**config.mk**
```make
export PLATFORM = sky130hd
export DESIGN_NAME = alarm_threshold_regs
export DESIGN_NICKNAME = d
export VERILOG_FILES = /design/src/hdl/alarm_pkg.sv /design/src/hdl/alarm_if.sv /design/src/hdl/alarm_threshold_regs.sv /design/src/hdl/alarm_compare.sv /design/src/hdl/alarm_irq.sv
export SDC_FILE = /design/constraint.sdc
export NUM_CORES = 1
export LEC_CHECK = 0
export ABC_AREA = 1
export BUFFER_PORTS_ARGS = -buffer_cell sky130_fd_sc_hd__buf_4
export CAP_MARGIN = 20
export CORE_UTILIZATION = 58
export CTS_BUF_LIST = sky130_fd_sc_hd__clkbuf_16
export CTS_CLUSTER_DIAMETER = 150
export DETAILED_ROUTE_END_ITERATION = 12
export GPL_ROUTABILITY_DRIVEN = 0
export PLACE_DENSITY = 0.82
export SYNTH_ARGS = -nofsm -noshare
export SYNTH_HDL_FRONTEND = slang
export SYNTH_HIERARCHICAL = 1
export SYNTH_SLANG_ARGS = --single-unit
```
**constraint.sdc**
```tcl
create_clock -name pclk -period 3.14 [get_ports pclk]
set_input_delay 0.628 -clock pclk [delete_from_list [all_inputs] [get_ports pclk]]
set_output_delay 0.628 -clock pclk [all_outputs]
set_load 0.01 [all_outputs]
```
**src/hdl/alarm_pkg.sv**
```systemverilog
// constants for the input alarm threshold register bank
// assumes a 32-bit apb slave with byte addresses and byte strobes
package alarm_pkg;

  ////////////////////////////////////////////////////////////////////////////
  localparam int          ADDR_WIDTH      = 8;
  localparam int          LIMIT_WIDTH     = 16;
  localparam int          HYST_WIDTH      = 6;
  localparam int          HYST_FIELD_W    = 8;

  // register byte addresses
  localparam logic [7:0]  ADDR_STATUS     = 8'h20;
  localparam logic [7:0]  ADDR_UPPER      = 8'h24;
  localparam logic [7:0]  ADDR_LOWER      = 8'h28;
  localparam logic [7:0]  ADDR_INT_STATUS = 8'h2c;
  localparam logic [7:0]  ADDR_INT_MASK   = 8'h30;

  // upper limit register layout
  localparam int          UPPER_LIMIT_LSB = 0;
  localparam int          HYST_FIELD_LSB  = 24;
  localparam int          HYST_VALUE_LSB  = 2;

  // lower limit register layout
  localparam int          LOWER_LIMIT_LSB = 0;

  // alarm status register layout
  localparam int          STAT_SUMMARY    = 0;
  localparam int          STAT_TRIP_HIGH  = 4;
  localparam int          STAT_TRIP_LOW   = 5;
  localparam int          STAT_LIVE_HIGH  = 10;
  localparam int          STAT_LIVE_LOW   = 11;

  // interrupt status and mask layout
  localparam int          INT_COUNT       = 2;
  localparam int          INT_HIGH        = 0;
  localparam int          INT_LOW         = 1;

  // reset values
  localparam logic [15:0] UPPER_RESET     = 16'hffff;
  localparam logic [15:0] LOWER_RESET     = 16'h0000;
  localparam logic [7:0]  HYST_RESET      = 8'h00;
  localparam logic [1:0]  MASK_RESET      = 2'h0;

  typedef enum logic [1:0] {
    ALARM_CLEAR  = 2'b01,
    ALARM_RAISED = 2'b10
  } alarm_state_t;

endpackage

```
**src/hdl/alarm_if.sv**
```systemverilog
// carrier between the register bank and the threshold comparator
// assumes both ends run on the same pclk
`timescale 1ns/100ps
interface alarm_if;
  logic [15:0] upper_limit;
  logic [15:0] lower_limit;
  logic [5:0]  hyst;
  logic [15:0] result;
  logic        result_valid;
  logic        live_high;
  logic        live_low;
  logic        rise_high;
  logic        rise_low;

  modport cfg (
    output upper_limit, lower_limit, hyst, result, result_valid,
    input  live_high, live_low, rise_high, rise_low
  );

  modport cmp (
    input  upper_limit, lower_limit, hyst, result, result_valid,
    output live_high, live_low, rise_high, rise_low
  );
endinterface

```
**src/hdl/alarm_threshold_regs.sv**
```systemverilog
// input alarm threshold register bank behind an apb slave
// assumes an apb4 master on pclk and conversion results synchronous to pclk
`timescale 1ns/100ps

module alarm_threshold_regs #(
  parameter int RESULT_WIDTH = 16
) (
  // clock and reset
  input  wire logic                      pclk,
  input  wire logic                      presetn,
  // apb slave
  input  wire logic                      psel,
  input  wire logic                      penable,
  input  wire logic                      pwrite,
  input  wire logic [7:0]                paddr,
  input  wire logic [31:0]               pwdata,
  input  wire logic [3:0]                pstrb,
  output logic      [31:0]               prdata,
  output logic                           pready,
  output logic                           pslverr,
  // conversion results
  input  wire logic [RESULT_WIDTH-1:0]   result,
  input  wire logic                      result_valid,
  // alarms
  output logic                           alarm_high,
  output logic                           alarm_low,
  output logic                           irq
);

  typedef struct packed {
    logic [15:0] upper_limit;
    logic [15:0] lower_limit;
    logic [7:0]  hyst_field;
    logic        live_high;
    logic        live_low;
    logic        trip_high;
    logic        trip_low;
    logic        read_status;
    logic [31:0] prdata;
    logic        pready;
    logic        pslverr;
  } regs_state_t;

  regs_state_t st;
  regs_state_t next_st;

  alarm_if link ();

  logic                           setup;
  logic                           done;
  logic                           wr_done;
  logic                           rd_done;
  logic [alarm_pkg::INT_COUNT-1:0] int_status;
  logic [alarm_pkg::INT_COUNT-1:0] int_mask;
  logic [alarm_pkg::INT_COUNT-1:0] int_events;
  logic [alarm_pkg::INT_COUNT-1:0] int_clear;
  logic                           int_mask_we;
  logic                           irq_level;
  logic [31:0]                    read_word;

  generate
    if (RESULT_WIDTH < 8 || RESULT_WIDTH > alarm_pkg::LIMIT_WIDTH) begin : g_bad_width
      $error("alarm_threshold_regs: RESULT_WIDTH must lie in 8..16");
    end

    // the bus port, the limits and the link carry fixed widths
    if (alarm_pkg::ADDR_WIDTH != 8) begin : g_bad_addr_width
      $error("alarm_threshold_regs: ADDR_WIDTH must match the 8-bit paddr");
    end
    if (alarm_pkg::LIMIT_WIDTH != 16) begin : g_bad_limit_width
      $error("alarm_threshold_regs: LIMIT_WIDTH must match the 16-bit limits");
    end
    if (alarm_pkg::HYST_FIELD_W != 8) begin : g_bad_field_width
      $error("alarm_threshold_regs: HYST_FIELD_W must be one byte lane");
    end
    if (alarm_pkg::HYST_WIDTH != 6) begin : g_bad_hyst_width
      $error("alarm_threshold_regs: HYST_WIDTH must match the 6-bit link");
    end
    if (alarm_pkg::HYST_VALUE_LSB != 2) begin : g_bad_hyst_lsb
      $error("alarm_threshold_regs: hysteresis value must sit in field bits 7:2");
    end

    // field placement that the word merges and the read mux rely on
    if (alarm_pkg::HYST_FIELD_LSB != 24 || alarm_pkg::UPPER_LIMIT_LSB != 0) begin : g_bad_upper
      $error("alarm_threshold_regs: upper register fields out of place");
    end
    if (alarm_pkg::LOWER_LIMIT_LSB != 0) begin : g_bad_lower
      $error("alarm_threshold_regs: lower limit must start at bit 0");
    end
    if (alarm_pkg::STAT_LIVE_LOW > 31 || alarm_pkg::STAT_LIVE_HIGH > 31) begin : g_bad_status
      $error("alarm_threshold_regs: status bits must fit the bus word");
    end
    if (alarm_pkg::INT_COUNT != 2) begin : g_bad_int_count
      $error("alarm_threshold_regs: exactly two interrupt events are wired");
    end
    if (alarm_pkg::INT_HIGH == alarm_pkg::INT_LOW) begin : g_bad_int_bits
      $error("alarm_threshold_regs: interrupt bits must differ");
    end

    // every register must be one aligned word
    if (alarm_pkg::ADDR_UPPER % 4 != 0 || alarm_pkg::ADDR_LOWER % 4 != 0) begin : g_bad_align
      $error("alarm_threshold_regs: limit registers must be word aligned");
    end
    if (alarm_pkg::ADDR_STATUS % 4 != 0 || alarm_pkg::ADDR_INT_MASK % 4 != 0) begin : g_bad_align2
      $error("alarm_threshold_regs: status and mask must be word aligned");
    end
    if (alarm_pkg::ADDR_INT_STATUS % 4 != 0) begin : g_bad_align_int
      $error("alarm_threshold_regs: interrupt status must be word aligned");
    end
  endgenerate

  ////////////////////////////////////////////////////////////////////////////
  // address decode, shared by setup and completion
  function automatic logic addr_hit(input logic [7:0] a);
    case (a)
      alarm_pkg::ADDR_STATUS,
      alarm_pkg::ADDR_UPPER,
      alarm_pkg::ADDR_LOWER,
      alarm_pkg::ADDR_INT_STATUS,
      alarm_pkg::ADDR_INT_MASK: addr_hit = 1'b1;
      default:                  addr_hit = 1'b0;
    endcase
  endfunction

  // replace the strobed bytes of a word
  function automatic logic [31:0] merge_bytes(input logic [31:0] old_word,
                                              input logic [31:0] new_word,
                                              input logic [3:0]  strb);
    logic [31:0] m;
    m = old_word;
    for (int b = 0; b < 4; b++) begin
      if (strb[b]) begin
        m[8*b +: 8] = new_word[8*b +: 8];
      end
    end
    merge_bytes = m;
  endfunction

  ////////////////////////////////////////////////////////////////////////////
  // bus phase qualifiers
  always_comb begin
    setup   = psel & ~penable;
    done    = psel & penable & st.pready;
    wr_done = done & pwrite & addr_hit(paddr);
    rd_done = done & ~pwrite & addr_hit(paddr);
  end

  ////////////////////////////////////////////////////////////////////////////
  // read mux, reserved bits stay zero
  always_comb begin
    read_word = 32'h0000_0000;
    case (paddr)
      alarm_pkg::ADDR_STATUS: begin
        read_word[alarm_pkg::STAT_LIVE_HIGH] = st.live_high;
        read_word[alarm_pkg::STAT_LIVE_LOW]  = st.live_low;
        read_word[alarm_pkg::STAT_TRIP_HIGH] = st.trip_high;
        read_word[alarm_pkg::STAT_TRIP_LOW]  = st.trip_low;
        read_word[alarm_pkg::STAT_SUMMARY]   = st.trip_high | st.trip_low;
      end
      alarm_pkg::ADDR_UPPER: begin
        read_word[alarm_pkg::UPPER_LIMIT_LSB +: 16] = st.upper_limit;
        read_word[alarm_pkg::HYST_FIELD_LSB +: 8]   = st.hyst_field;
      end
      alarm_pkg::ADDR_LOWER: begin
        read_word[alarm_pkg::LOWER_LIMIT_LSB +: 16] = st.lower_limit;
      end
      alarm_pkg::ADDR_INT_STATUS: begin
        read_word[alarm_pkg::INT_COUNT-1:0] = int_status;
      end
      alarm_pkg::ADDR_INT_MASK: begin
        read_word[alarm_pkg::INT_COUNT-1:0] = int_mask;
      end
      default: read_word = 32'h0000_0000;
    endcase
  end

  ////////////////////////////////////////////////////////////////////////////
  // register state
  always_comb begin
    logic [31:0] upper_word;
    logic [31:0] lower_word;
    upper_word = 32'h0000_0000;
    lower_word = 32'h0000_0000;
    next_st    = st;

    // one wait-free access cycle: pready rises in the cycle after setup
    next_st.pready  = setup;
    next_st.pslverr = setup & ~addr_hit(paddr);
    next_st.prdata  = 32'h0000_0000;
    if (setup && !pwrite) begin
      next_st.prdata = read_word;
    end
    next_st.read_status = setup & ~pwrite & (paddr == alarm_pkg::ADDR_STATUS);

    // reserved lanes are written but never stored
    if (wr_done && paddr == alarm_pkg::ADDR_UPPER) begin
      upper_word = {st.hyst_field, 8'h00, st.upper_limit};
      upper_word = merge_bytes(upper_word, pwdata, pstrb);
      next_st.upper_limit = upper_word[alarm_pkg::UPPER_LIMIT_LSB +: 16];
      next_st.hyst_field  = upper_word[alarm_pkg::HYST_FIELD_LSB +: 8];
    end
    if (wr_done && paddr == alarm_pkg::ADDR_LOWER) begin
      lower_word = {16'h0000, st.lower_limit};
      lower_word = merge_bytes(lower_word, pwdata, pstrb);
      next_st.lower_limit = lower_word[alarm_pkg::LOWER_LIMIT_LSB +: 16];
    end

    // live copy of the comparator
    next_st.live_high = link.live_high;
    next_st.live_low  = link.live_low;

    // tripped flags clear only where the completed read reported them
    if (rd_done && st.read_status) begin
      if (st.prdata[alarm_pkg::STAT_TRIP_HIGH]) begin
        next_st.trip_high = 1'b0;
      end
      if (st.prdata[alarm_pkg::STAT_TRIP_LOW]) begin
        next_st.trip_low = 1'b0;
      end
    end
    if (link.rise_high) begin
      next_st.trip_high = 1'b1;
    end
    if (link.rise_low) begin
      next_st.trip_low = 1'b1;
    end
  end

  always_ff @(posedge pclk or negedge presetn) begin
    if (!presetn) begin
      st.upper_limit <= alarm_pkg::UPPER_RESET;
      st.lower_limit <= alarm_pkg::LOWER_RESET;
      st.hyst_field  <= alarm_pkg::HYST_RESET;
      st.live_high   <= 1'b0;
      st.live_low    <= 1'b0;
      st.trip_high   <= 1'b0;
      st.trip_low    <= 1'b0;
      st.read_status <= 1'b0;
      st.prdata      <= 32'h0000_0000;
      st.pready      <= 1'b0;
      st.pslverr     <= 1'b0;
    end else begin
      st <= next_st;
    end
  end

  ////////////////////////////////////////////////////////////////////////////
  // comparator feed; only the upper six hysteresis bits count
  assign link.upper_limit  = st.upper_limit;
  assign link.lower_limit  = st.lower_limit;
  assign link.hyst         = st.hyst_field[alarm_pkg::HYST_VALUE_LSB +: 6];
  assign link.result       = 16'(result);
  assign link.result_valid = result_valid;

  alarm_compare u_compare (
    .pclk    (pclk),
    .presetn (presetn),
    .link    (link.cmp)
  );

  ////////////////////////////////////////////////////////////////////////////
  // interrupt events are the trip edges
  always_comb begin
    int_events                     = '0;
    int_events[alarm_pkg::INT_HIGH] = link.rise_high;
    int_events[alarm_pkg::INT_LOW]  = link.rise_low;
    int_clear   = '0;
    int_mask_we = wr_done & (paddr == alarm_pkg::ADDR_INT_MASK) & pstrb[0];
    if (wr_done && paddr == alarm_pkg::ADDR_INT_STATUS && pstrb[0]) begin
      int_clear = pwdata[alarm_pkg::INT_COUNT-1:0];
    end
  end

  alarm_irq #(
    .N (alarm_pkg::INT_COUNT)
  ) u_irq (
    .pclk       (pclk),
    .presetn    (presetn),
    .event_in   (int_events),
    .clear      (int_clear),
    .mask_we    (int_mask_we),
    .mask_wdata (pwdata[alarm_pkg::INT_COUNT-1:0]),
    .status     (int_status),
    .mask       (int_mask),
    .irq        (irq_level)
  );

  ////////////////////////////////////////////////////////////////////////////
  // outputs
  assign prdata     = st.prdata;
  assign pready     = st.pready;
  assign pslverr    = st.pslverr;
  assign alarm_high = st.live_high;
  assign alarm_low  = st.live_low;
  assign irq        = irq_level;

endmodule

```
**src/hdl/alarm_compare.sv**
```systemverilog
// hysteretic comparison of conversion results against both limits
// assumes result_valid is a one-cycle strobe with result stable beside it
`timescale 1ns/100ps
module alarm_compare (
  // clock and reset
  input wire logic pclk,
  input wire logic presetn,
  // limits in, flags out
  alarm_if.cmp     link
);

  typedef struct packed {
    alarm_pkg::alarm_state_t high_state;
    alarm_pkg::alarm_state_t low_state;
    logic                    rise_high;
    logic                    rise_low;
  } cmp_state_t;

  cmp_state_t st;
  cmp_state_t next_st;
  logic [16:0] high_release;
  logic [16:0] low_release;

  ////////////////////////////////////////////////////////////////////////////
  // release points sit one hysteresis inside each limit, 17 bits against wrap
  always_comb begin
    high_release = {1'b0, link.result} + {11'h000, link.hyst};
    low_release  = {1'b0, link.lower_limit} + {11'h000, link.hyst};
  end

  always_comb begin
    next_st           = st;
    next_st.rise_high = 1'b0;
    next_st.rise_low  = 1'b0;
    if (link.result_valid) begin
      case (st.high_state)
        alarm_pkg::ALARM_CLEAR: begin
          if (link.result > link.upper_limit) begin
            next_st.high_state = alarm_pkg::ALARM_RAISED;
            next_st.rise_high  = 1'b1;
          end
        end
        alarm_pkg::ALARM_RAISED: begin
          if (high_release < {1'b0, link.upper_limit}) begin
            next_st.high_state = alarm_pkg::ALARM_CLEAR;
          end
        end
        default: next_st.high_state = alarm_pkg::ALARM_CLEAR;
      endcase
      case (st.low_state)
        alarm_pkg::ALARM_CLEAR: begin
          if (link.result < link.lower_limit) begin
            next_st.low_state = alarm_pkg::ALARM_RAISED;
            next_st.rise_low  = 1'b1;
          end
        end
        alarm_pkg::ALARM_RAISED: begin
          if ({1'b0, link.result} > low_release) begin
            next_st.low_state = alarm_pkg::ALARM_CLEAR;
          end
        end
        default: next_st.low_state = alarm_pkg::ALARM_CLEAR;
      endcase
    end
  end

  always_ff @(posedge pclk or negedge presetn) begin
    if (!presetn) begin
      st <= '{alarm_pkg::ALARM_CLEAR, alarm_pkg::ALARM_CLEAR, 1'b0, 1'b0};
    end else begin
      st <= next_st;
    end
  end

  assign link.live_high = (st.high_state == alarm_pkg::ALARM_RAISED);
  assign link.live_low  = (st.low_state == alarm_pkg::ALARM_RAISED);
  assign link.rise_high = st.rise_high;
  assign link.rise_low  = st.rise_low;

endmodule

```
**src/hdl/alarm_irq.sv**
```systemverilog
// sticky event bits, write-one-to-clear, with a mask onto one level irq
// assumes clear and mask_we are one-cycle strobes from a completed bus write
`timescale 1ns/100ps
module alarm_irq #(
  parameter int N = 2
) (
  // clock and reset
  input  wire logic         pclk,
  input  wire logic         presetn,
  // events and software access
  input  wire logic [N-1:0] event_in,
  input  wire logic [N-1:0] clear,
  input  wire logic         mask_we,
  input  wire logic [N-1:0] mask_wdata,
  // state
  output logic      [N-1:0] status,
  output logic      [N-1:0] mask,
  output logic              irq
);

  typedef struct packed {
    logic [N-1:0] status;
    logic [N-1:0] mask;
    logic         irq;
  } irq_state_t;

  irq_state_t st;
  irq_state_t next_st;

  generate
    if (N < 1 || N > 32) begin : g_bad_n
      $error("alarm_irq: N must lie in 1..32");
    end
  endgenerate

  ////////////////////////////////////////////////////////////////////////////
  // a set in the same cycle as its clear wins
  always_comb begin
    next_st = st;
    for (int i = 0; i < N; i++) begin
      next_st.status[i] = event_in[i] | (st.status[i] & ~clear[i]);
    end
    if (mask_we) begin
      next_st.mask = mask_wdata;
    end
    next_st.irq = |(next_st.status & next_st.mask);
  end

  always_ff @(posedge pclk or negedge presetn) begin
    if (!presetn) begin
      st <= '{'0, '0, 1'b0};
    end else begin
      st <= next_st;
    end
  end

  assign status = st.status;
  assign mask   = st.mask;
  assign irq    = st.irq;

endmodule

```
## Word level (Yosys, flattened, before mapping)

Index checks and enable logic that the tools add are counted.

- Register bits after elaboration: 90
- Latch bits: 0
- RAM bits: 0
- Memory bits (read-only): 0
- Input bits: 66
- Output and inout bits: 37
- Logic and storage cells: 112
- Memories kept: 0

- Add/subtract/negate cells: 2
- Multiply operators: 0
- Divide/modulo/power cells: 0
- Order comparisons: 4
- Eq/ne operators: 13
- Shifts and indexed selects: 0
- Mux-type cells: 28
- Bitwise logic cells: 23
- Reductions and logical operators: 22

Operators with widths:

| kind | count |
|---|---|
| $eq 8x6->1 const B | 5 |
| $add 16x6->17 | 2 |
| $mux 32 | 1 |
| $gt 16x17->1 | 1 |
| $lt 17x16->1 | 1 |
| $gt 16x16->1 | 1 |
| $lt 16x16->1 | 1 |
| $mux 2 | 8 |
| $pmux 4 s2 | 2 |
| $and 1x1->1 | 14 |
| $reduce_and 2->1 | 7 |
| $pmux 2 s2 | 3 |
| $pmux 2 s3 | 2 |
| $mux 1 | 9 |
| $mux 8 | 1 |
| $ne 2x1->1 const B | 4 |
| $reduce_bool 2->1 | 4 |
| $logic_and 1x1->1 | 6 |
| $reduce_and 3->1 | 2 |
| $not 1->1 | 5 |
| $pmux 1 s5 | 1 |
| $reduce_or 5->1 | 1 |
| $eq 2x1->1 const B | 2 |
| $eq 2x2->1 const B | 2 |
| other kinds (5) | 7 |

## Logic depth before layout (Yosys ltp)

Gate-level depths: netlist (run 1).

- Word-level depth: 12
- Depth in mapped cells: 24

## Cells and area by module

The synthesis (run 1) kept the hierarchy.

By module, submodules not included:

| module | instances | cells an instance | area an instance (µm²) |
|---|---|---|---|
| alarm_threshold_regs | 1 | 394 | 3360.7 |
| alarm_compare | 1 | 396 | 2657.5 |
| alarm_irq | 1 | 23 | 197.7 |

## Worst setup path before layout (run 1)

Ideal clock, no wire load.

- Path type: input -> register
- Start: in result[0]
- End: reg u_compare/st[5] (netlist name)
- Setup time: 0.129 ns
- Arrival time: 2.737 ns
- Data required time: 3.011 ns
- Path slack: 0.274 ns
- Cell stages on the path: 18
- Buffers on the path: 0
- Path through: ha_1 -> fa_1 -> nand3_1 -> nand3_2 -> nand2_1 -> nand2_2 -> nand2_1 -> xor2_1 -> inv_1 -> ha_1 -> a21oi_1 -> nor2_1 -> a211oi_1 -> nor2_1 -> nor2_1 -> nand3_1 -> nand2_1 -> a21oi_1

- Cells in the longest elaborated chain, start to end: 4
- Elaborated cells between the ends (all ways): 6
- Those cells by class: 1 x add/sub; 2 x order compare; 2 x eq/ne; 1 x reduce/logical

RTL lines:

| element | line | RTL |
|---|---|---|
| from (decl) | alarm_threshold_regs.sv:22 | `input wire logic [RESULT_WIDTH-1:0] result,` |
| $add 16x6->17 | alarm_compare.sv:27 | `high_release = {1'b0, link.result} + {11'h000, link.hyst};` |
| $lt 17x16->1 | alarm_compare.sv:44 | `if (high_release < {1'b0, link.upper_limit}) begin` |
| $ne 2x1->1 (no source line) | - |  |
| $reduce_and 3->1 (no source line) (*) | - |  |
| to (signal assigned) | alarm_compare.sv:69 | `st <= '{alarm_pkg::ALARM_CLEAR, alarm_pkg::ALARM_CLEAR, 1'b0, 1'b0};` |
| to (signal assigned) | alarm_compare.sv:71 | `st <= next_st;` |
| to (decl) | alarm_compare.sv:19 | `cmp_state_t st;` |

Every way passes the cells marked *; elsewhere a longest branch is shown, timed or not.
A chain may end at the register's enable or synchronous reset.

## Worst setup path in the final report (run 1)

- Start: reg st (netlist bit link.hyst[4])
- End: reg u_compare/st[3] (netlist name)

- Cells in the longest elaborated chain, start to end: 4

RTL lines:

| element | line | RTL |
|---|---|---|
| from (decl) | alarm_threshold_regs.sv:44 | `regs_state_t st;` |
| from (signal assigned) | alarm_threshold_regs.sv:243 | `st <= next_st;` |
| $add 16x6->17 | alarm_compare.sv:28 | `low_release = {1'b0, link.lower_limit} + {11'h000, link.hyst};` |
| $gt 16x17->1 | alarm_compare.sv:58 | `if ({1'b0, link.result} > low_release) begin` |
| $ne 2x1->1 (no source line) | - |  |
| $reduce_and 3->1 (no source line) | - |  |

No other way between the ends.

==> metrics.md, run 1 <==
| Metric | Value |
|---|---|
| Status | finished, final reports clean |
| Critical path class | register to register |
| Cts hold-fix bufs | 0 |
| Setup TNS | 0 ps |
| Share of cells above drive strength 1 | 0.2078 |
| Slew margin rel. | 0.5879 |
| VDD IR max | approximately 290 uV |
| Post-synth EDFFs | 0 |
| Synth Area in Compound Gates | 0.08233 |
| IO buf count | 85 |
| Mux share of post-synthesis cell area | 0 |
| Drt drc | 0 |
| Total track usage | 0.2735 |
| Die span in y | between 100 and 150 microns |
| Final setup margin | 34.07 ps |
| Hold_ws | 199.8 ps |
| Die footprint | ~11000 sq um |
| Leakage | 3.969 nW |
| Most used DFF post-synth | dfrtp_1 |
| Post-Synth Adder-Cell Area | 0.1554 |
| TritonCTS buffer count | 9 |
| Core area | between 10000 and 15000 sq um |
| DP Cell Count | about 1000 |
| Vias in the first global route | around 5200 |
| Pre-antenna DRT Iters | 5 |
| Max cap viols | 0 |
| Leading area contributor after synthesis | dfrtp_1 |
| Starting Density | 0.5994 |
| Filler Cells Inserted | approximately 810 |
| RSZ-0062 raised after global routing | yes |
| Max clock buf depth | 2 |
| Register Area | approximately 2100 sq um |
| Area of the multi-input gates | about 3500 sq um |
| Synth warn | 6 |
| First-pass GRT wire length | roughly 24000 microns |
| DP Worst Slack | -63.71 ps |
| R2R Setup Slk | between 30 and 40 ps |
| Commonest non-fill, non-tap cell in the layout | nand2_1 |
| CP Capture Type | register |
| Mapped Cells | around 810 |
| CTS tree | done |
| Hold Vio Cnt, Final | 0 |
| Initial antenna violation count | 0 |
| Worst Max-Slew Pin Slew | 616.7 ps |
| Routed WL | between 15000 and 20000 microns |
| Vias | 5552 |
| Crit path max fanout | 4 |
| Post-DP HPWL | roughly 11000 microns |
| Antenna-violating nets left | 0 |
| Seq/Total Area, Yosys | 0.3337 |
| Reg clk slew, reported paths | approximately 70 ps |
| Largest net degree at the start of global routing | 83 |
| Synth top area cells | dfrtp_1 (26%), ha_1 (15%), nand2_1 (14%), dfstp_2 (7.6%), inv_1 (7.4%) |
| Clock period minus final worst setup slack | around 3100 ps |
| DR WL/cell | approximately 15 microns |
| Area Growth Syn to Fin | 17.93% |
| Clock Latency Late Sink | approximately 340 ps |
| Largest family of logic cells by synthesized area | simple AND/OR/NAND/NOR gates |
| Post-synth cell types | 46 |
| Fin cells | just over 1000 |
| Slew Limit Fails | 0 |
| CTS Sinks | 82 |
| Antenna Cells | 0 |
| Most frequent cells in the layout | nand2_1 (236), inv_1 (122), buf_4 (102) |
| Yosys top cell area share | 0.2576 |
| Max frequency | roughly 0.32 GHz |
| Vias per cell | around 5.4 |
| Final Util | 0.7069 |
| Simple-gate share of the synthesized area | 0.2691 |
| Final Skew | 7.469 ps |
| Grt ovf | 0 |
| CP arrival | 3340 ps |
| Root buf cell | clkbuf_16 |
| Ports | 103 |
| Synthesized area per cell | around 7.6 sq um |
| Min-delay worst type | input pin to async pin |
| Fraction of registers with async set/reset | 1.000 |
| Required @ worst endpoint | 3370 ps |
| Crit start category | register |
| # setup viols final | 0 |
| Seq cells post-synth | 82 |
| Nets | between 1000 and 1500 |
| H-tree levels | 3 |
| 1st-iter DRT viols | roughly 490 |
| # rows | 37 |
| Power Dens Cells | 353.5 nW/um^2 |
| Synthesized cell area | 6216 sq um |
| Final period utilization | 0.9892 |
| Die width | approximately 110 microns |
| XOR/XNOR share of the synthesized area | 0.03663 |
## area by class of cell
cell class,instances,share of cell area
multi-input combinational,574,0.4782
clock buffer,9,0.03072
inverter,125,0.06417
tap,136,0.02321
clock inverter,7,0.01126
sequential,82,0.2842
timing repair buffer,103,0.1082
## registers in the layout, indices dropped and copies added, names as in the netlist
name,count
alarm_low,1
alarm_high,1
u_irq/irq,1
link.lower_limit,16
u_compare/link.rise_low,1
u_irq/mask,2
prdata,24
u_compare/st,4
st,5
pslverr,1
link.upper_limit,16
u_compare/link.rise_high,1
link.hyst,6
u_irq/status,2
pready,1
## synth_stat cells (all sizes together) (2+ instances only)
master    n
nand2   247
inv     123
ha       74
dfrtp    64
nor2     57
a21oi    45
buf      38
nand3    31
o21ai    29
xor2     22
dfstp    18
nand4    14
nor3     14
a21o      5
o211ai    4
xnor2     4
a31oi     3
a211oi    2
and3      2
clkinv    2
fa        2
nand3b    2
o21a      2
or2       2
## layer usage
metal	wire (microns)	vias up	global-route usage
met4	318	0	0.07044
met2	7470	221	0.4530
li1	-	2728	-
met5	0	-	0
met1	6737	2577	0.3746
met3	982	26	0.04329
## worst max-delay path, stage by stage (launching register included)
cell     delay [ps]
dfrtp_2         480
ha_4            320
buf_4           120
inv_1            60
nor3_1          260
nand2_2         110
nand2_2         130
nand4_1         120
xor2_1          180
ha_1            320
nand2_1          70
inv_1            50
nand3_1         100
nor2_1           80
a31oi_1         220
nand2_1         130
nand2_1          70
nand2_1          60
nand2_1          60
nand2_1          50
## timing repair
action                                  in CTS  in global routing
endpoints found under the hold margin        0                  0
resized for setup                            0                 23
setup buffers                                0                 10
endpoints found under the setup margin       0                  4
## path summary, 6_finish.rpt
check                                                   startpoint                          endpoint  cells after the start
worst max-delay path                      link.hyst[4]$_DFFE_PN0P_       u_compare/st[3]$_DFFE_PN0P_                     19
worst min-delay path                                       presetn              prdata[24]$_DFF_PN0_                      1
worst max register to register            link.hyst[4]$_DFFE_PN0P_       u_compare/st[3]$_DFFE_PN0P_                     19
worst min register to register  u_compare/link.rise_high$_DFF_PN0_                st[36]$_DFFE_PN0P_                      1
max in group asynchronous                                  presetn  link.upper_limit[13]$_DFFE_PN1P_                      2
min in group pclk                                          penable                 pslverr$_DFF_PN0_                      2
## logic make-up after synthesis
| group | Yosys count |
|---|---|
| adders and majority gates | 76 |
| xor gates and xnor gates | 26 |
| AOI/OAI and AO/OA | 93 |
| buffers and inverters | 164 |
| DFF | 82 |
| other | 1 |
| and+or+nand+nor | 371 |
## stage by stage
| stage | instance area (sq um) | total power [mW] |
|---|---|---|
| 5_1_grt | 7331 | 2.693 |
| 3_3_place_gp | 6814 | 1.494 |
| 2_1_floorplan | 6242 | 1.341 |
| 6_report | 7331 | 2.591 |
| 3_5_place_dp | 6814 | 1.500 |
| 4_1_cts | 7122 | 2.582 |
## power by group
group / switching [mW] / internal, mW
clock network: 0.459 / 0.630
logic: 0.209 / 0.149
registers: 0.0316 / 1.11
total: 0.700 / 1.89
(Power assumes the default switching activity.)
==> run 2: changes to the inputs <==
PLACE_DENSITY = default   (was 0.82)
PLACE_DENSITY_LB_ADDON = 0.08   (was default)
==> run 2 against run 1 <==
Effect of this change:
- count of clock-buffer cells in the layout is the same
- critical path depth stayed put
- sequential power barely moved
- clock skew barely moved
- cell count down 0.87%
- clock power is essentially flat
- worst hold slack better by 33 ps
- sequential cell count unchanged
- critical endpoint is now u_compare/st[4]$_DFFE_PN1P_
==> metrics.md, run 2 (synthesis gave the netlist of run 1 again) <==
| Metric | Value |
|---|---|
| Ports | 103 (unchanged) |
| Root buf cell | clkbuf_16 |
| Crit-path cells | ha_1 > fa_1 > nand3_1 > nand3_2 > nand2_1 > nand2_2 > nand2_2 > xor2_2 > inv_1 > ha_1 > a21oi_1 > nor2_1 > a211oi_2 > nor2_1 > nor2_1 > nand3_2 > nand2_2 > nand2_1 > nand2_1 |
| Final Util | 0.7005 (-0.006395) |
| Clock Latency Late Sink | 340 ps (about the same) |
| Vias in the first global route | 5172 (-0.29%) |
| Required @ worst endpoint | 3420 ps (+50 ps) |
| Critical path class | register to register |
| Area Growth Syn to Fin | 16.87% |
| Crit path max fanout | 4 (unchanged) |
| TritonCTS buffer count | 9 (unchanged) |
| Power Total | 2.571 mW (-0.77%) |
| Leakage | 3.925 nW (-1.1%) |
| Die footprint | 11140 sq um (unchanged) |
| Register Area | 2082 sq um (about the same) |
| Vias | 5417 (-2.4%) |
| Pre-antenna DRT Iters | 8 (+3) |
| Hold Vio Cnt, Final | 0 (unchanged) |
| Core area | 10370 sq um (unchanged) |
| Final setup margin | 194.2 ps (+160.1 ps) |
| Logic pwr share | 0.142 (+0.004) |
| Slew margin rel. | 0.5484 (-0.03950) |
| Reg clk slew, reported paths | 60 ps (about the same) |
| Routed WL | 14920 microns (-3.8%) |
| Antenna Cells | 0 (unchanged) |
| Most frequent cells in the layout | nand2_1 (235), inv_1 (122), buf_4 (93) |
| Vias per cell | 5.275 (-1.6%) |
| CP Capture Type | register |
| Flop pwr share | 0.446 (+0.005) |
| Antenna-violating nets left | 0 (unchanged) |
| DR WL/cell | 14.53 microns (-3.0%) |
| CTS Sinks | 82 (unchanged) |
| Share of cells above drive strength 1 | 0.2009 (-0.006880) |
| Top flop regs | prdata x24, link.lower_limit x16, link.upper_limit x16 |
| Slew Limit Fails | 0 (unchanged) |
| Sw Ratio | 0.2655 (-0.004728) |
| Placed Instance Area | 6822 sq um (+0.11%) |
| Die span in y | 105.5 microns (unchanged) |
| Worst Max-Slew Pin Slew | 675.8 ps (+59.11 ps) |
| RSZ-0062 raised after global routing | no |
| Setup TNS | 0 ps (unchanged) |
| VDD IR max | 404.0 uV (+42%) |
| Power Dens Cells | 353.9 nW/um^2 (+0.13%) |
| Post-DP HPWL | 11650 microns (+5.2%) |
| Initial antenna violation count | 0 (unchanged) |
| Clock share of power | 0.412 (-0.008) |
| First-pass GRT wire length | 24730 microns (+3.1%) |
| Die width | 105.5 microns (unchanged) |
| Commonest non-fill, non-tap cell in the layout | nand2_1 |
| Drt drc | 0 (unchanged) |
| Final Skew | 7.569 ps (+0.1004 ps) |
| Biggest register | prdata |
| Filler Cells Inserted | 862 (+6.6%) |
| CTS tree | done |
| Area of the multi-input gates | 3517 sq um (+0.32%) |
| Max clock buf depth | 2 (unchanged) |
| Starting Density | 0.5994 (unchanged) |
| Nets | 1028 (-0.87%) |
| Worst-path cell with the longest stage delay | dfrtp_2 |
| # rows | 37 (unchanged) |
| Crit start category | register |
| 1st-iter DRT viols | 310 (-36%) |
| Min-delay worst type | input pin to async pin |
| Power Internal | 1.888 mW (-0.13%) |
| Sw Pwr | 0.6827 mW (-2.5%) |
| Fin cells | 1027 (-0.87%) |
| H-tree levels | 3 (unchanged) |
| Largest net degree at the start of global routing | 83 (unchanged) |
| CP max stage delay | 440 ps (-40 ps) |
| IO buf count | 85 (unchanged) |
| Max frequency | 0.3395 GHz (+5.4%) |
| CP arrival | 3230 ps (-110 ps) |
| Hold_ws | 232.4 ps (+32.60 ps) |
| # setup viols final | 0 (unchanged) |
| Largest register FFs | 24 (unchanged) |
| Clock period minus final worst setup slack | 2946 ps (-160.1 ps) |
| Total track usage | 0.2842 (+0.01075) |
| DP Worst Slack | -185.1 ps (-121.4 ps) |
| DP Cell Count | 1010 (+0.099%) |
| Post-CTS setup repair buffer count | 0 (unchanged) |
| Max cap viols | 0 (unchanged) |
| Grt ovf | 0 (unchanged) |
| Final period utilization | 0.9382 (-0.05099) |
| Final instance area | 7264 sq um (-0.90%) |
| Status | finished, final reports clean |
run 2: cell types whose count changed in the layout (fill, tap and decap cells not counted), sizes merged:
cell,before,now
buf,103,94
clkinv,2,5
clkinvlp,2,0
inv,127,126
run 2: worst max-delay path, delay by kind of cell, from the launching register on:
family / cells / cell delay (ps)
DFF: 1 / 440
adders and majority gates: 3 / 920
AOI/OAI and AO/OA: 2 / 280
and+or+nand+nor: 12 / 1030
buffers and inverters: 1 / 60
xor gates and xnor gates: 1 / 140
run 2: timing repair:
item                                    4_1_cts  5_1_grt
endpoints found under the setup margin        0        4
hold buffers                                  0        0
gates resized for setup                       0       22
run 2: final timing paths:
kind / startpoint / to / slack (ps) / cells past startpoint
worst max register to register: link.hyst[0]$_DFFE_PN0P_ / u_compare/st[4]$_DFFE_PN1P_ / 190 / 19
worst min register to register: u_compare/link.rise_low$_DFF_PN0_ / st[35]$_DFFE_PN0P_ / 460 / 1
worst max-delay path: link.hyst[0]$_DFFE_PN0P_ / u_compare/st[4]$_DFFE_PN1P_ / 190 / 19
worst min-delay path: presetn / prdata[24]$_DFF_PN0_ / 230 / 1
max in group asynchronous: presetn / link.upper_limit[10]$_DFFE_PN1P_ / 2260 / 2
min in group pclk: u_compare/link.rise_low$_DFF_PN0_ / st[35]$_DFFE_PN0P_ / 460 / 1
run 2: per-layer routing:
metal / vias up / global-route usage / routed length [microns]
li1: 2707 / - / -
met3: 17 / 0.04453 / 650
met4: 0 / 0.08532 / 244
met2: 148 / 0.4892 / 7411
met1: 2545 / 0.3689 / 6611
met5: - / 0 / 0
run 2: power groups by stage:
stage	Combinational (mW)	Clock (mW)	Sequential, mW
after floorplan	0.182	0	1.16
after global placement	0.330	0	1.16
after detailed placement	0.346	0	1.16
after CTS	0.348	1.07	1.15
after global routing	0.409	1.12	1.15
final	0.366	1.06	1.15
run 2: layout make-up:
cell class / count / area share
multi-input combinational: 574 / 0.4842
sequential: 82 / 0.2866
timing repair buffer: 94 / 0.09990
inverter: 125 / 0.06476
clock buffer: 9 / 0.03100
tap: 136 / 0.02342
clock inverter: 7 / 0.01016
==> run 3: changes to the inputs <==
ABC_AREA = default   (was 1)
CORE_UTILIZATION = 57   (was 58)
PLACE_DENSITY_LB_ADDON = 0.2   (was 0.08)
==> run 3 against run 2 <==
Effect of this change:
- the flow now finishes with violations (negative setup slack)
- cell count shrank 21%
- largest cell class unchanged
- largest power group unchanged
- fmax fell by 13%
- sequential cell count stayed put
- clock skew shrank 3.1 ps
==> metrics.md, run 3 <==
| Metric | Value |
|---|---|
| Crit-path cells | ha_2 > fa_2 > a211oi_2 > o21bai_1 > a21oi_2 > nor2b_4 > xnor2_2 > ha_1 > nand4_1 > nor2_1 > nand3_1 > o311a_1 > a311o_1 > a31o_1 |
| Max clock buf depth | 2 (unchanged) |
| Clock share of power | 0.402 (-0.010) |
| Min-delay worst type | input pin to async pin |
| Power Internal | 1.874 mW (-0.76%) |
| 1st-iter DRT viols | 196 (-37%) |
| Most frequent cells in the layout | buf_4 (124), ha_1 (71), dfrtp_1 (63) |
| Initial antenna violation count | 0 (unchanged) |
| Root buf cell | clkbuf_16 |
| Final setup margin | -256.5 ps (-450.7 ps) |
| Power Total | 2.509 mW (-2.4%) |
| Status | finished, violations left |
| R2r startpoint | link.hyst[0]$_DFFE_PN0P_ |
| Post-synth cell types | 65 (+41%) |
| IO buf count | 85 (unchanged) |
| R2R Setup Slk | -260 ps (-450 ps) |
| CP arrival | 3620 ps (+390 ps) |
| CTS tree | done |
| Post-synth EDFFs | 0 (unchanged) |
| Reg2reg path depth | 14 (-5) |
| Post-DP HPWL | 11220 microns (-3.6%) |
| Sw Ratio | 0.2530 (-0.01247) |
| Clock Latency Late Sink | 340 ps (about the same) |
| Pre-antenna DRT Iters | 5 (-3) |
| Clock period minus final worst setup slack | 3397 ps (+450.7 ps) |
| Reg clk slew, reported paths | 60 ps (about the same) |
| First-pass GRT wire length | 22960 microns (-7.1%) |
| Most frequent cells after synthesis | ha_1 (74), dfrtp_1 (64), inv_1 (43) |
| Commonest non-fill, non-tap cell in the layout | buf_4 |
| Leakage | 3.298 nW (-16%) |
| DP Worst Slack | -464.1 ps (-278.9 ps) |
| Vias per cell | 5.920 (+12%) |
| Hold_ws | 98.04 ps (-134.4 ps) |
| Die span in y | 103.5 microns (-1.9%) |
| Final instance area | 7168 sq um (-1.3%) |
| # setup viols final | 4 (+4) |
| Share of cells above drive strength 1 | 0.3530 (+0.1521) |
| Power Dens Cells | 350.0 nW/um^2 (-1.1%) |
| Die width | 103.5 microns (-1.9%) |
| Worst Max-Slew Pin Slew | 764.3 ps (+88.44 ps) |
| Leading area contributor after synthesis | dfrtp_1 |
| Final Skew | 4.452 ps (-3.118 ps) |
| Yosys top cell area share | 0.2729 (+0.01521) |
| Met3 usage | 0.05108 (+0.006548) |
| Logic pwr share | 0.153 (+0.011) |
| Crit Reg-Reg Endpoint | u_compare/st[3]$_DFFE_PN0P_ |
| Largest register FFs | 24 (unchanged) |
| # rows | 36 (-2.7%) |
| DR WL/cell | 18.14 microns (+25%) |
| GR Util met2 | 0.4957 (+0.006478) |
| Synth warn | 6 (unchanged) |
| Routed WL | 14700 microns (-1.5%) |
| DP Cell Count | 786 (-22%) |
| Final period utilization | 1.082 (+0.1435) |
| Seq cells post-synth | 82 (unchanged) |
| CTS Sinks | 82 (unchanged) |
| Mapped Cells | 569 (-30%) |
| Sw Pwr | 0.6348 mW (-7.0%) |
| Fraction of registers with async set/reset | 1.000 (unchanged) |
| Largest net degree at the start of global routing | 83 (unchanged) |
| Crit start category | register |
| Most frequent cell after synthesis | ha_1 |
| Core area | 9864 sq um (-4.9%) |
| Nets | 814 (-21%) |
| Filler Cells Inserted | 743 (-14%) |
| Die footprint | 10710 sq um (-3.8%) |
| Routing usage on met1 | 0.3447 (-0.02424) |
| Antenna Cells | 0 (unchanged) |
| Synthesized area per cell | 10.32 sq um (+35%) |
| Flop pwr share | 0.445 (about the same) |
| Biggest register | prdata |
| Placed Instance Area | 6679 sq um (-2.1%) |
| Slew margin rel. | 0.4863 (-0.06211) |
| CP max stage delay | 410 ps (-30 ps) |
| Synth top area cells | dfrtp_1 (27%), ha_1 (16%), dfstp_2 (8.1%), mux2_2 (8.1%), buf_4 (4.1%) |
| Max cap viols | 0 (unchanged) |
| Busiest grt layer | met2 |
| Slew Limit Fails | 0 (unchanged) |
| H-tree levels | 3 (unchanged) |
| Top flop regs | prdata x24, link.lower_limit x16, link.upper_limit x16 |
| Final Util | 0.7267 (+0.02613) |
| CP Capture Type | register |
| Synthesized cell area | 5869 sq um (-5.6%) |
| Vias | 4795 (-11%) |
| Grt ovf | 0 (unchanged) |
| Worst-path cell with the longest stage delay | dfrtp_1 |
| RSZ-0062 raised after global routing | yes |
| Setup TNS | -663.1 ps (-663.1 ps) |
| Required @ worst endpoint | 3370 ps (-50 ps) |
| TritonCTS buffer count | 9 (unchanged) |
| Ports | 103 (unchanged) |
| Critical path class | register to register |
| Antenna-violating nets left | 0 (unchanged) |
| Drt drc | 0 (unchanged) |
| Fin cells | 810 (-21%) |
| Seq/Total Area, Yosys | 0.3534 (+0.01971) |
| Area Growth Syn to Fin | 22.13% |
| Total track usage | 0.2888 (+0.004527) |
| Hold Vio Cnt, Final | 0 (unchanged) |
| VDD IR max | 339.5 uV (-16%) |
| Starting Density | 0.5950 (-0.004418) |
| Vias in the first global route | 4703 (-9.1%) |
| Max frequency | 0.2944 GHz (-13%) |
| Failing checks | negative setup slack |
| Crit path max fanout | 4 (unchanged) |
| Most used DFF post-synth | dfrtp_1 |
[run 3: kinds of logic (layout without fill, tap and decap cells)]
kind of cell | count (synthesis) | in the layout | share of synthesized area
flip-flops | 82 | 82 | 0.3534
multiplexers | 48 | 48 | 0.09380
buffers and inverters | 86 | 187 | 0.07781
AO/OA/AOI/OAI | 110 | 110 | 0.1313
AND/OR/NAND/NOR | 139 | 139 | 0.1381
other | 1 | 8 | 0.0006389
XOR/XNOR | 27 | 27 | 0.04029
adder cells (fa/ha/maj) | 76 | 76 | 0.1646
[run 3: worst max path at each step]
| stage | start | endpoint | slack, ps |
|---|---|---|---|
| floorplan | result[0] | u_compare/st[5]$_DFFE_PN0P_ | -6 |
| global placement | result[0] | u_compare/st[5]$_DFFE_PN0P_ | -300 |
| detailed placement | result[0] | u_compare/st[5]$_DFFE_PN0P_ | -460 |
| CTS | link.hyst[0]$_DFFE_PN0P_ | u_compare/st[5]$_DFFE_PN0P_ | -180 |
| global route | link.hyst[0]$_DFFE_PN0P_ | u_compare/st[3]$_DFFE_PN0P_ | -370 |
| finish | link.hyst[0]$_DFFE_PN0P_ | u_compare/st[3]$_DFFE_PN0P_ | -260 |
[run 3: power groups by stage]
stage,combinational [mW],clock [mW],sequential [mW]
global placement,0.339,0,1.13
detailed placement,0.357,0,1.13
global route,0.422,1.06,1.12
CTS,0.364,1.02,1.12
floorplan,0.190,0,1.13
finish,0.383,1.01,1.12
[run 3: layout make-up]
type,count,area (sq um),share of cell area
clock inverter,7,57.56,0.008029
tap,133,166.4,0.02322
sequential,82,2076,0.2896
inverter,44,165.2,0.02304
timing repair buffer,127,980.9,0.1368
clock buffer,9,225.2,0.03142
multi-input combinational,408,3497,0.4879
[run 3: repair_timing]
action,4_1_cts,5_1_grt
hold buffers,0,0
cloned,0,0
pin swaps,11,9
setup endpoints to repair,4,4
setup buffers,4,3
resized for setup,11,14
[run 3: routing by layer]
| metal | routed length, microns | vias up |
|---|---|---|
| met3 | 810 | 47 |
| met5 | 0 | - |
| met2 | 7344 | 181 |
| met1 | 5941 | 2326 |
| li1 | - | 2241 |
| met4 | 600 | 0 |
[run 3: worst max-delay path: cells and delay by family (launching register included)]
family	cells	cell delay (ps)
compound gates	6	1430
fa+ha+maj	3	870
simple gates	4	440
flops	1	410
xor+xnor	1	140
